<file path="src/ucrm_pkg.sv">
// Package: constants, types and decode for the channel register map
package ucrm_pkg;

  // ----------------------------------------
  // Register addresses inside a channel
  // ----------------------------------------
  localparam logic [2:0] ADR_DATA = 3'h0;
  localparam logic [2:0] ADR_IER = 3'h1;
  localparam logic [2:0] ADR_ISR = 3'h2;
  localparam logic [2:0] ADR_LCR = 3'h3;
  localparam logic [2:0] ADR_MCR = 3'h4;
  localparam logic [2:0] ADR_LSR = 3'h5;
  localparam logic [2:0] ADR_MSR = 3'h6;
  localparam logic [2:0] ADR_SPR = 3'h7;

  // ----------------------------------------
  // Field positions, masks, special values
  // ----------------------------------------
  localparam logic [7:0] LCR_ENHANCED = 8'hBF;
  localparam int LCR_DLAB_BIT = 7;
  localparam int EFR_EXT_BIT = 4;
  localparam int FCR_FIFO_EN_BIT = 0;
  localparam logic [7:0] IER_EXT_MASK = 8'hF0;
  localparam logic [7:0] FCR_EXT_MASK = 8'h30;
  localparam logic [7:0] MCR_EXT_MASK = 8'hE0;
  localparam logic [1:0] ISR_EXT_MASK = 2'h3;
  localparam logic [7:0] DLD_MASK = 8'h3F;
  localparam logic [7:0] RDATA_RESET = 8'h00;

  // ----------------------------------------
  // Types
  // ----------------------------------------
  typedef enum logic [4:0] {
    SEL_DATA = 5'h00,
    SEL_IER = 5'h01,
    SEL_ISR = 5'h02,
    SEL_LCR = 5'h03,
    SEL_MCR = 5'h04,
    SEL_LSR = 5'h05,
    SEL_MSR = 5'h06,
    SEL_SPR = 5'h07,
    SEL_DLL = 5'h08,
    SEL_DLM = 5'h09,
    SEL_DLD = 5'h0A,
    SEL_EFR = 5'h0B,
    SEL_FLOW_RESUME_CHAR_1 = 5'h0C,
    SEL_FLOW_RESUME_CHAR_2 = 5'h0D,
    SEL_FLOW_PAUSE_CHAR_1 = 5'h0E,
    SEL_FLOW_PAUSE_CHAR_2 = 5'h0F,
    SEL_NONE = 5'h10
  } ucrm_sel_t;

  typedef struct packed {
    logic [7:0] interrupt_enable;
    logic [7:0] fifo_control;
    logic [7:0] line_control;
    logic [7:0] modem_control;
    logic [7:0] scratch;
    logic [7:0] dll;
    logic [7:0] baud_divisor_high;
    logic [7:0] baud_divisor_fraction;
    logic [7:0] enhanced_feature;
    logic [7:0] flow_resume_char_1;
    logic [7:0] flow_resume_char_2;
    logic [7:0] flow_pause_char_1;
    logic [7:0] flow_pause_char_2;
  } ucrm_cfg_t;

  typedef struct packed {
    logic [7:0] rx_data;
    logic [3:0] int_id;
    logic [1:0] int_ext;
    logic [7:0] line_status;
    logic [3:0] modem;
  } ucrm_stat_t;

  localparam ucrm_cfg_t CFG_RESET = '0;

  // ----------------------------------------
  // Address decode from line control value
  // ----------------------------------------
  function automatic ucrm_sel_t ucrm_decode(
    input logic [7:0] line_control,
    input logic [2:0] adr,
    input logic ext
  );
    ucrm_sel_t sel;
    sel = SEL_NONE;
    if (adr == ADR_LCR) begin
      sel = SEL_LCR;
    end else if (line_control == LCR_ENHANCED) begin
      if (adr == ADR_ISR) sel = SEL_EFR;
      else if (adr == ADR_MCR) sel = SEL_FLOW_RESUME_CHAR_1;
      else if (adr == ADR_LSR) sel = SEL_FLOW_RESUME_CHAR_2;
      else if (adr == ADR_MSR) sel = SEL_FLOW_PAUSE_CHAR_1;
      else if (adr == ADR_SPR) sel = SEL_FLOW_PAUSE_CHAR_2;
    end else if (line_control[LCR_DLAB_BIT]) begin
      if (adr == ADR_DATA) sel = SEL_DLL;
      else if (adr == ADR_IER) sel = SEL_DLM;
      else if (adr == ADR_ISR && ext) sel = SEL_DLD;
      else if (adr == ADR_MCR) sel = SEL_MCR;
      else if (adr == ADR_MSR) sel = SEL_MSR;
      else if (adr == ADR_SPR) sel = SEL_SPR;
    end else begin
      sel = ucrm_sel_t'({2'b00, adr});
    end
    return sel;
  endfunction : ucrm_decode

endpackage : ucrm_pkg

</file>
<file path="src/ucrm_uart_channel_register_map.sv">
// Register file and address decoder of a four channel serial port
// Behaviour
// - Four channels, each its own register set
// - Extended bits live only while extension enabled
// - Address 0 data, address 2 status/FIFO control
// - Divisor bytes when access bit set, not 0xBF
// - Fraction register needs access bit and extension
// - Value 0xBF puts feature register at 2
// - Value 0xBF maps flow characters at 4-7
// - Interrupt enable field layout
// - FIFO control field layout
// - Line control field layout
// - Modem control field layout
// - Line status field layout
// - Modem status: change flags and levels
// - Scratch byte reads back last write
module ucrm_uart_channel_register_map
  import ucrm_pkg::*;
#(
  parameter int NUM_CH = 4
) (
  input wire logic clk_in,
  input wire logic resetn_in,
  input wire logic [$clog2(NUM_CH)-1:0] chan_sel_in,
  input wire logic [2:0] addr_in,
  input wire logic wr_in,
  input wire logic rd_in,
  input wire logic [7:0] wdata_in,
  input wire ucrm_stat_t [NUM_CH-1:0] stat_in,
  output logic [7:0] rdata_out,
  output ucrm_cfg_t [NUM_CH-1:0] cfg_out,
  output logic [NUM_CH-1:0] tx_wr_out,
  output logic [7:0] tx_data_out,
  output logic [NUM_CH-1:0] rx_rd_out,
  output logic [NUM_CH-1:0] isr_rd_out,
  output logic [NUM_CH-1:0] lsr_rd_out,
  output logic [NUM_CH-1:0] msr_rd_out
);

  // ----------------------------------------
  // Reset release
  // ----------------------------------------
  logic rst_meta;
  logic rst_n;

  always_ff @(posedge clk_in or negedge resetn_in) begin
    if (!resetn_in) begin
      rst_meta <= 1'b0;
      rst_n <= 1'b0;
    end else begin
      rst_meta <= 1'b1;
      rst_n <= rst_meta;
    end
  end

  // ----------------------------------------
  // Decode of the current access
  // ----------------------------------------
  ucrm_cfg_t [NUM_CH-1:0] cfg;
  logic [NUM_CH-1:0][3:0] delta;
  logic [NUM_CH-1:0][3:0] modem_prev;
  ucrm_cfg_t cur;
  ucrm_stat_t cur_st;
  logic cur_ext;
  ucrm_sel_t sel;

  assign cur = cfg[chan_sel_in];
  assign cur_st = stat_in[chan_sel_in];
  assign cur_ext = cur.enhanced_feature[EFR_EXT_BIT];
  assign sel = ucrm_decode(cur.line_control, addr_in, cur_ext);
  assign cfg_out = cfg;

  // ----------------------------------------
  // Extended bit gating
  // ----------------------------------------
  function automatic logic [7:0] ext_gate(
    input logic [7:0] data,
    input logic [7:0] mask,
    input logic ext
  );
    return ext ? data : (data & ~mask);
  endfunction : ext_gate

  // ----------------------------------------
  // Register writes
  // ----------------------------------------
  always_ff @(posedge clk_in or negedge rst_n) begin
    if (!rst_n) begin
      cfg <= {NUM_CH{CFG_RESET}};
    end else begin
      for (int c = 0; c < NUM_CH; c++) begin
        if (wr_in && chan_sel_in == ($clog2(NUM_CH))'(c)) begin
          case (sel)
            SEL_IER: begin
              cfg[c].interrupt_enable <= ext_gate(wdata_in, IER_EXT_MASK, cfg[c].enhanced_feature[EFR_EXT_BIT]);
            end
            SEL_ISR: begin
              cfg[c].fifo_control <= ext_gate(wdata_in, FCR_EXT_MASK, cfg[c].enhanced_feature[EFR_EXT_BIT]);
            end
            SEL_LCR: begin
              cfg[c].line_control <= wdata_in;
            end
            SEL_MCR: begin
              cfg[c].modem_control <= ext_gate(wdata_in, MCR_EXT_MASK, cfg[c].enhanced_feature[EFR_EXT_BIT]);
            end
            SEL_SPR: begin
              cfg[c].scratch <= wdata_in;
            end
            SEL_DLL: begin
              cfg[c].dll <= wdata_in;
            end
            SEL_DLM: begin
              cfg[c].baud_divisor_high <= wdata_in;
            end
            SEL_DLD: begin
              cfg[c].baud_divisor_fraction <= wdata_in & DLD_MASK;
            end
            SEL_EFR: begin
              cfg[c].enhanced_feature <= wdata_in;
              if (!wdata_in[EFR_EXT_BIT]) begin
                // Dropping the extension clears every extended bit
                cfg[c].interrupt_enable <= cfg[c].interrupt_enable & ~IER_EXT_MASK;
                cfg[c].fifo_control <= cfg[c].fifo_control & ~FCR_EXT_MASK;
                cfg[c].modem_control <= cfg[c].modem_control & ~MCR_EXT_MASK;
                cfg[c].baud_divisor_fraction <= 8'h00;
              end
            end
            SEL_FLOW_RESUME_CHAR_1: begin
              cfg[c].flow_resume_char_1 <= wdata_in;
            end
            SEL_FLOW_RESUME_CHAR_2: begin
              cfg[c].flow_resume_char_2 <= wdata_in;
            end
            SEL_FLOW_PAUSE_CHAR_1: begin
              cfg[c].flow_pause_char_1 <= wdata_in;
            end
            SEL_FLOW_PAUSE_CHAR_2: begin
              cfg[c].flow_pause_char_2 <= wdata_in;
            end
            default: begin
            end
          endcase
        end
      end
    end
  end

  // ----------------------------------------
  // Modem change flags
  // ----------------------------------------
  // Levels one cycle back, for change detection
  always_ff @(posedge clk_in or negedge rst_n) begin
    if (!rst_n) begin
      modem_prev <= '0;
    end else begin
      for (int c = 0; c < NUM_CH; c++) begin
        modem_prev[c] <= stat_in[c].modem;
      end
    end
  end

  // Change flags, cleared by a status read
  always_ff @(posedge clk_in or negedge rst_n) begin
    if (!rst_n) begin
      delta <= '0;
    end else begin
      for (int c = 0; c < NUM_CH; c++) begin
        // A change in the read cycle still sets its flag
        if (rd_in && sel == SEL_MSR && chan_sel_in == ($clog2(NUM_CH))'(c)) begin
          delta[c] <= stat_in[c].modem ^ modem_prev[c];
        end else begin
          delta[c] <= delta[c] | (stat_in[c].modem ^ modem_prev[c]);
        end
      end
    end
  end

  // ----------------------------------------
  // Read data
  // ----------------------------------------
  logic [7:0] next_rdata;

  always_comb begin
    next_rdata = 8'h00;
    if (sel == SEL_DATA) begin
      next_rdata = cur_st.rx_data;
    end else if (sel == SEL_IER) begin
      next_rdata = cur.interrupt_enable;
    end else if (sel == SEL_ISR) begin
      next_rdata = {cur.fifo_control[FCR_FIFO_EN_BIT], cur.fifo_control[FCR_FIFO_EN_BIT],
                    cur_st.int_ext & (cur_ext ? ISR_EXT_MASK : 2'h0),
                    cur_st.int_id};
    end else if (sel == SEL_LCR) begin
      next_rdata = cur.line_control;
    end else if (sel == SEL_MCR) begin
      next_rdata = cur.modem_control;
    end else if (sel == SEL_LSR) begin
      next_rdata = cur_st.line_status;
    end else if (sel == SEL_MSR) begin
      next_rdata = {cur_st.modem, delta[chan_sel_in]};
    end else if (sel == SEL_SPR) begin
      next_rdata = cur.scratch;
    end else if (sel == SEL_DLL) begin
      next_rdata = cur.dll;
    end else if (sel == SEL_DLM) begin
      next_rdata = cur.baud_divisor_high;
    end else if (sel == SEL_DLD) begin
      next_rdata = cur.baud_divisor_fraction;
    end else if (sel == SEL_EFR) begin
      next_rdata = cur.enhanced_feature;
    end else if (sel == SEL_FLOW_RESUME_CHAR_1) begin
      next_rdata = cur.flow_resume_char_1;
    end else if (sel == SEL_FLOW_RESUME_CHAR_2) begin
      next_rdata = cur.flow_resume_char_2;
    end else if (sel == SEL_FLOW_PAUSE_CHAR_1) begin
      next_rdata = cur.flow_pause_char_1;
    end else if (sel == SEL_FLOW_PAUSE_CHAR_2) begin
      next_rdata = cur.flow_pause_char_2;
    end
  end

  always_ff @(posedge clk_in or negedge rst_n) begin
    if (!rst_n) begin
      rdata_out <= RDATA_RESET;
    end else if (rd_in) begin
      rdata_out <= next_rdata;
    end
  end

  // ----------------------------------------
  // Access pulses toward the serial engine
  // ----------------------------------------
  logic [NUM_CH-1:0] chan_hit;
  logic data_wr;
  logic data_rd;
  logic isr_rd;
  logic lsr_rd;
  logic msr_rd;

  always_comb begin
    chan_hit = '0;
    chan_hit[chan_sel_in] = 1'b1;
  end

  assign data_wr = wr_in && sel == SEL_DATA;
  assign data_rd = rd_in && sel == SEL_DATA;
  assign isr_rd = rd_in && sel == SEL_ISR;
  assign lsr_rd = rd_in && sel == SEL_LSR;
  assign msr_rd = rd_in && sel == SEL_MSR;

  // Write strobe of the transmit holding register
  always_ff @(posedge clk_in or negedge rst_n) begin
    if (!rst_n) begin
      tx_wr_out <= '0;
    end else begin
      tx_wr_out <= data_wr ? chan_hit : '0;
    end
  end

  // Byte for the transmitter, held until the next data write
  always_ff @(posedge clk_in or negedge rst_n) begin
    if (!rst_n) begin
      tx_data_out <= 8'h00;
    end else if (data_wr) begin
      tx_data_out <= wdata_in;
    end
  end

  // Read strobe of the receive holding register
  always_ff @(posedge clk_in or negedge rst_n) begin
    if (!rst_n) begin
      rx_rd_out <= '0;
    end else begin
      rx_rd_out <= data_rd ? chan_hit : '0;
    end
  end

  // Read strobe of interrupt status
  always_ff @(posedge clk_in or negedge rst_n) begin
    if (!rst_n) begin
      isr_rd_out <= '0;
    end else begin
      isr_rd_out <= isr_rd ? chan_hit : '0;
    end
  end

  // Read strobe of line status
  always_ff @(posedge clk_in or negedge rst_n) begin
    if (!rst_n) begin
      lsr_rd_out <= '0;
    end else begin
      lsr_rd_out <= lsr_rd ? chan_hit : '0;
    end
  end

  // Read strobe of modem status
  always_ff @(posedge clk_in or negedge rst_n) begin
    if (!rst_n) begin
      msr_rd_out <= '0;
    end else begin
      msr_rd_out <= msr_rd ? chan_hit : '0;
    end
  end

endmodule : ucrm_uart_channel_register_map
</file>
<file path="config.mk">
export PLATFORM = sky130hd
export DESIGN_NAME = ucrm_uart_channel_register_map
export DESIGN_NICKNAME = d
export VERILOG_FILES = /design/src/ucrm_pkg.sv /design/src/ucrm_uart_channel_register_map.sv
export SDC_FILE = /design/constraint.sdc
export NUM_CORES = 1
export LEC_CHECK = 0
export BUFFER_PORTS_ARGS = -buffer_cell sky130_fd_sc_hd__buf_2
export CORE_MARGIN = 4
export CORE_UTILIZATION = 49
export CTS_CLUSTER_DIAMETER = 40
export DETAILED_ROUTE_END_ITERATION = 12
export PLACE_DENSITY = 0.81
export SETUP_SLACK_MARGIN = 0.2
export SYNTH_ARGS = -nofsm -noshare
export SYNTH_HDL_FRONTEND = slang
export SYNTH_SLANG_ARGS = --single-unit
</file>
<file path="constraint.sdc">
create_clock -name clk_in -period 13 [get_ports clk_in]
set_input_delay 1.3 -clock clk_in [delete_from_list [all_inputs] [get_ports clk_in]]
set_output_delay 1.3 -clock clk_in [all_outputs]
set_load 0.01 [all_outputs]
</file>
==> results.toml <==
[clock_network]
cts_root_buffer = "clkbuf_16"
cts.reportedPaths.clkPinSlew_ns = 0.05
insertion_delay_ns = 0.61
cts_tree = "done"
numCtsBuffers = 72
post_cts_buffers = 0
hold_buffers = 0
clockBufferDepth = 3
cts_sinks = 478
h-tree-depth = 3
ctsResizeCount = 0

[critical_path]
worstPathArrival_ns = 5.42
critical_path.max_fanout = 45
cp_slowest_cell = "nor2_2"
cp_cell_sequence = "buf_8 -> buf_4 -> mux4_2 -> nand4_2 -> nor2_2 -> nand3_1 -> nor2_2 -> mux2_2"
criticalPathCategory = "in -> reg"
cp-start-kind = "input port"
worstPathRequired_ns = 13.46
cpMostUsedCell = "nor2_2"
slowest_delay_ns = 0.93
cp-end-kind = "register"
ff2ff_path_depth = 6

[logic_synthesis]
synth_top_family_by_area = "multiplexers"
ys.warnings.count = 0
synth_area_leaders = "dfrtp_1 52%, mux2_2 15%, mux4_2 12%, o21ai_0 2.4%, nand2_1 2.2%"
synth-compound-area-share_pct = 7.77
syn_inst = 1707
synth_area_sq_mm = 0.0230
dominantRegCellSynth = "dfrtp_1"
synth-xor-area-share_pct = 0.610
synth_top_area_share_pct = 52.1
yosysSeqAreaShare_pct = 52.1
ys_async_sr_fraction_pct = 100
syn_area_per_cell_sq_um = 13.5
synthAdderAreaFrac_pct = 0
yosysTopAreaCell = "dfrtp_1"
synth.distinct_cells = 73
yosys.area_share.simple_pct = 7.37
synth-seq-cells = 478
synth_edf_count = 0
ys_top_cells_by_count = "478 x dfrtp_1, 308 x mux2_2, 133 x nand2_1, 125 x mux4_2, 112 x o21ai_0"
yosysMostFrequentCell = "dfrtp_1"
synth_mux_area_share_pct = 29.2

[die]
chipWidth_um = 225
die_y_um = 225
start_util_pct = 49.5
dieArea_sq_mm = 0.0504
io_pins = 573
core_area_sq_mm = 0.0465
fp-row-count = 79

[finish]
fin_nets = 2361
fillCellCount = 3569
syn_to_final_growth_pct = 24.8
layout-drive-gt1-share_pct = 53.4
seq_area_sq_mm = 0.0120
multi_input_area_sq_mm = 0.0104

[global_route]
met2_usage_pct = 56.5
grt_pass1_vias = 18816
met1_usage_pct = 44.6
busiest_layer = "met2"
antenna_found_initial = 9
gr-total-overflow = 0
grt_start_max_net_pins = 186
grt_pass1_wl_mm = 132
grtUsageTotal_pct = 35.1
grtUsageMet3_pct = 10.7

[sta]
worst_pin_slew_ns = 1.25
slew_violations = 0
finalClockSkew_ns = 0.0244
fin_setup_tns_ns = 0
fmax_ghz = 0.202
fin_crit_sh_pct = 38.2
final_hold_viol_count = 0
rsz0062_at_grt = "no"
relSlewSlack_pct = 17.0
holdWs_ns = 0.356
min_period_ns = 4.96
setup_violations = 0

[min_path]
hold_path.class = "reg -> reg"
holdPathStages = 0

[drt]
drt-initial-drc-count = 2123
remaining_drc_errors = 0
vias = 18630
route.detailed.wl_per_inst_um = 31.1
totalWireLength_mm = 90.5
ant_nets = 0
via_per_inst = 6.41
dr.pass1.iters = 6

[placement]
gp_congestion = 0.954
numPortBuffers = 564
dpl.hpwl_mm = 65.8

[run]
maxCapViolations = 0

[outcome]
status = "completed"

[power_and_ir_drop]
max-vdd-ir-drop_mv = 0.131
leakage_nw = 14.1
powerDensity_mw_per_mm2 = 153
[kinds of logic after synthesis]
| group | Yosys count |
|---|---|
| compound gates | 269 |
| xor+xnor | 16 |
| buf+inv | 146 |
| flops | 478 |
| mux | 462 |
| other cells | 2 |
| simple gates | 334 |
[through the flow]
stage                     util (%)  cell area (sq um)  worst slack (ns)  power [mW]  cells
after global routing          61.7              28700              7.69        4.53   2907
after floorplan                  -              23000              5.21        2.08   1714
after global placement        56.3              26100              7.53        2.37   2773
final                         61.7              28700              8.04        4.39   2907
after detailed placement      56.3              26100              7.39        2.39   2773
after CTS                     61.7              28700              8.01        4.40   2903
[where the power goes]
group / internal, mW / switching, mW / total [mW]
Clock: 1.26 / 0.760 / 2.02
Combinational: 0.274 / 0.381 / 0.655
Sequential: 1.61 / 0.105 / 1.72
[flip-flops by register name (all words and copies together), names as in the netlist]
signal,cells
cfg_out,408
delta,16
isr_rd_out,4
lsr_rd_out,4
modem_prev,16
msr_rd_out,4
rdata_out,8
rst_meta,1
rst_n,1
rx_rd_out,4
tx_data_out,8
tx_wr_out,4
[placed cells by master (no fill, tap or decap), drive strengths merged, types with 4 or more instances in the layout]
master	n
a21boi	4
a21o	6
a21oi	12
a22oi	34
a31oi	7
a32oi	5
and3	4
buf	583
bufinv	7
clkbuf	86
clkinv	11
clkinvlp	12
conb	9
dfrtp	478
diode	4
inv	29
mux2	336
mux4	125
nand2	139
nand3	43
nand3b	4
nand4	8
nor2	75
nor2b	10
nor3	20
o211ai	16
o21ai	117
o22ai	6
o2bb2ai	21
o31ai	16
o41ai	5
or2	7
xnor2	16
[worst max-delay path: cells and delay by family]
| kind | cells | cell delay [ns] |
|---|---|---|
| multiplexers | 2 | 0.83 |
| AND/OR/NAND/NOR | 4 | 2.15 |
| buffers and inverters | 2 | 1.12 |
[cell type report]
| class | instances | area share, % |
|---|---|---|
| sequential | 478 | 41.7 |
| inverter | 15 | 0.196 |
| clock buffer | 86 | 6.97 |
| antenna | 4 | 0.0349 |
| multi-input combinational | 1090 | 36.2 |
| timing repair buffer | 583 | 10.4 |
| tap | 607 | 2.65 |
| clock inverter | 44 | 1.84 |
[metal layers]
metal  wire [um]  part of all wire, %
met1       33100                   37
met2       43800                   48
met3        9400                   10
met4        4040                  4.5
met5          54                0.060
[path summary, 6_finish.rpt]
kind | startpoint | end | slack (ns)
setup reg to reg | cfg_out[191] | cfg_out[22] | 9.20
hold / removal | rst_meta | rst_n | 0.36
setup / recovery | chan_sel_in[0] | cfg_out[22] | 8.04
max in group asynchronous | rst_n | cfg_out[310] | 9.95
hold reg to reg | rst_meta | rst_n | 0.36
min in group asynchronous | resetn_in | rst_n | 0.49
No activity file was read; power rests on OpenSTA's default activity.
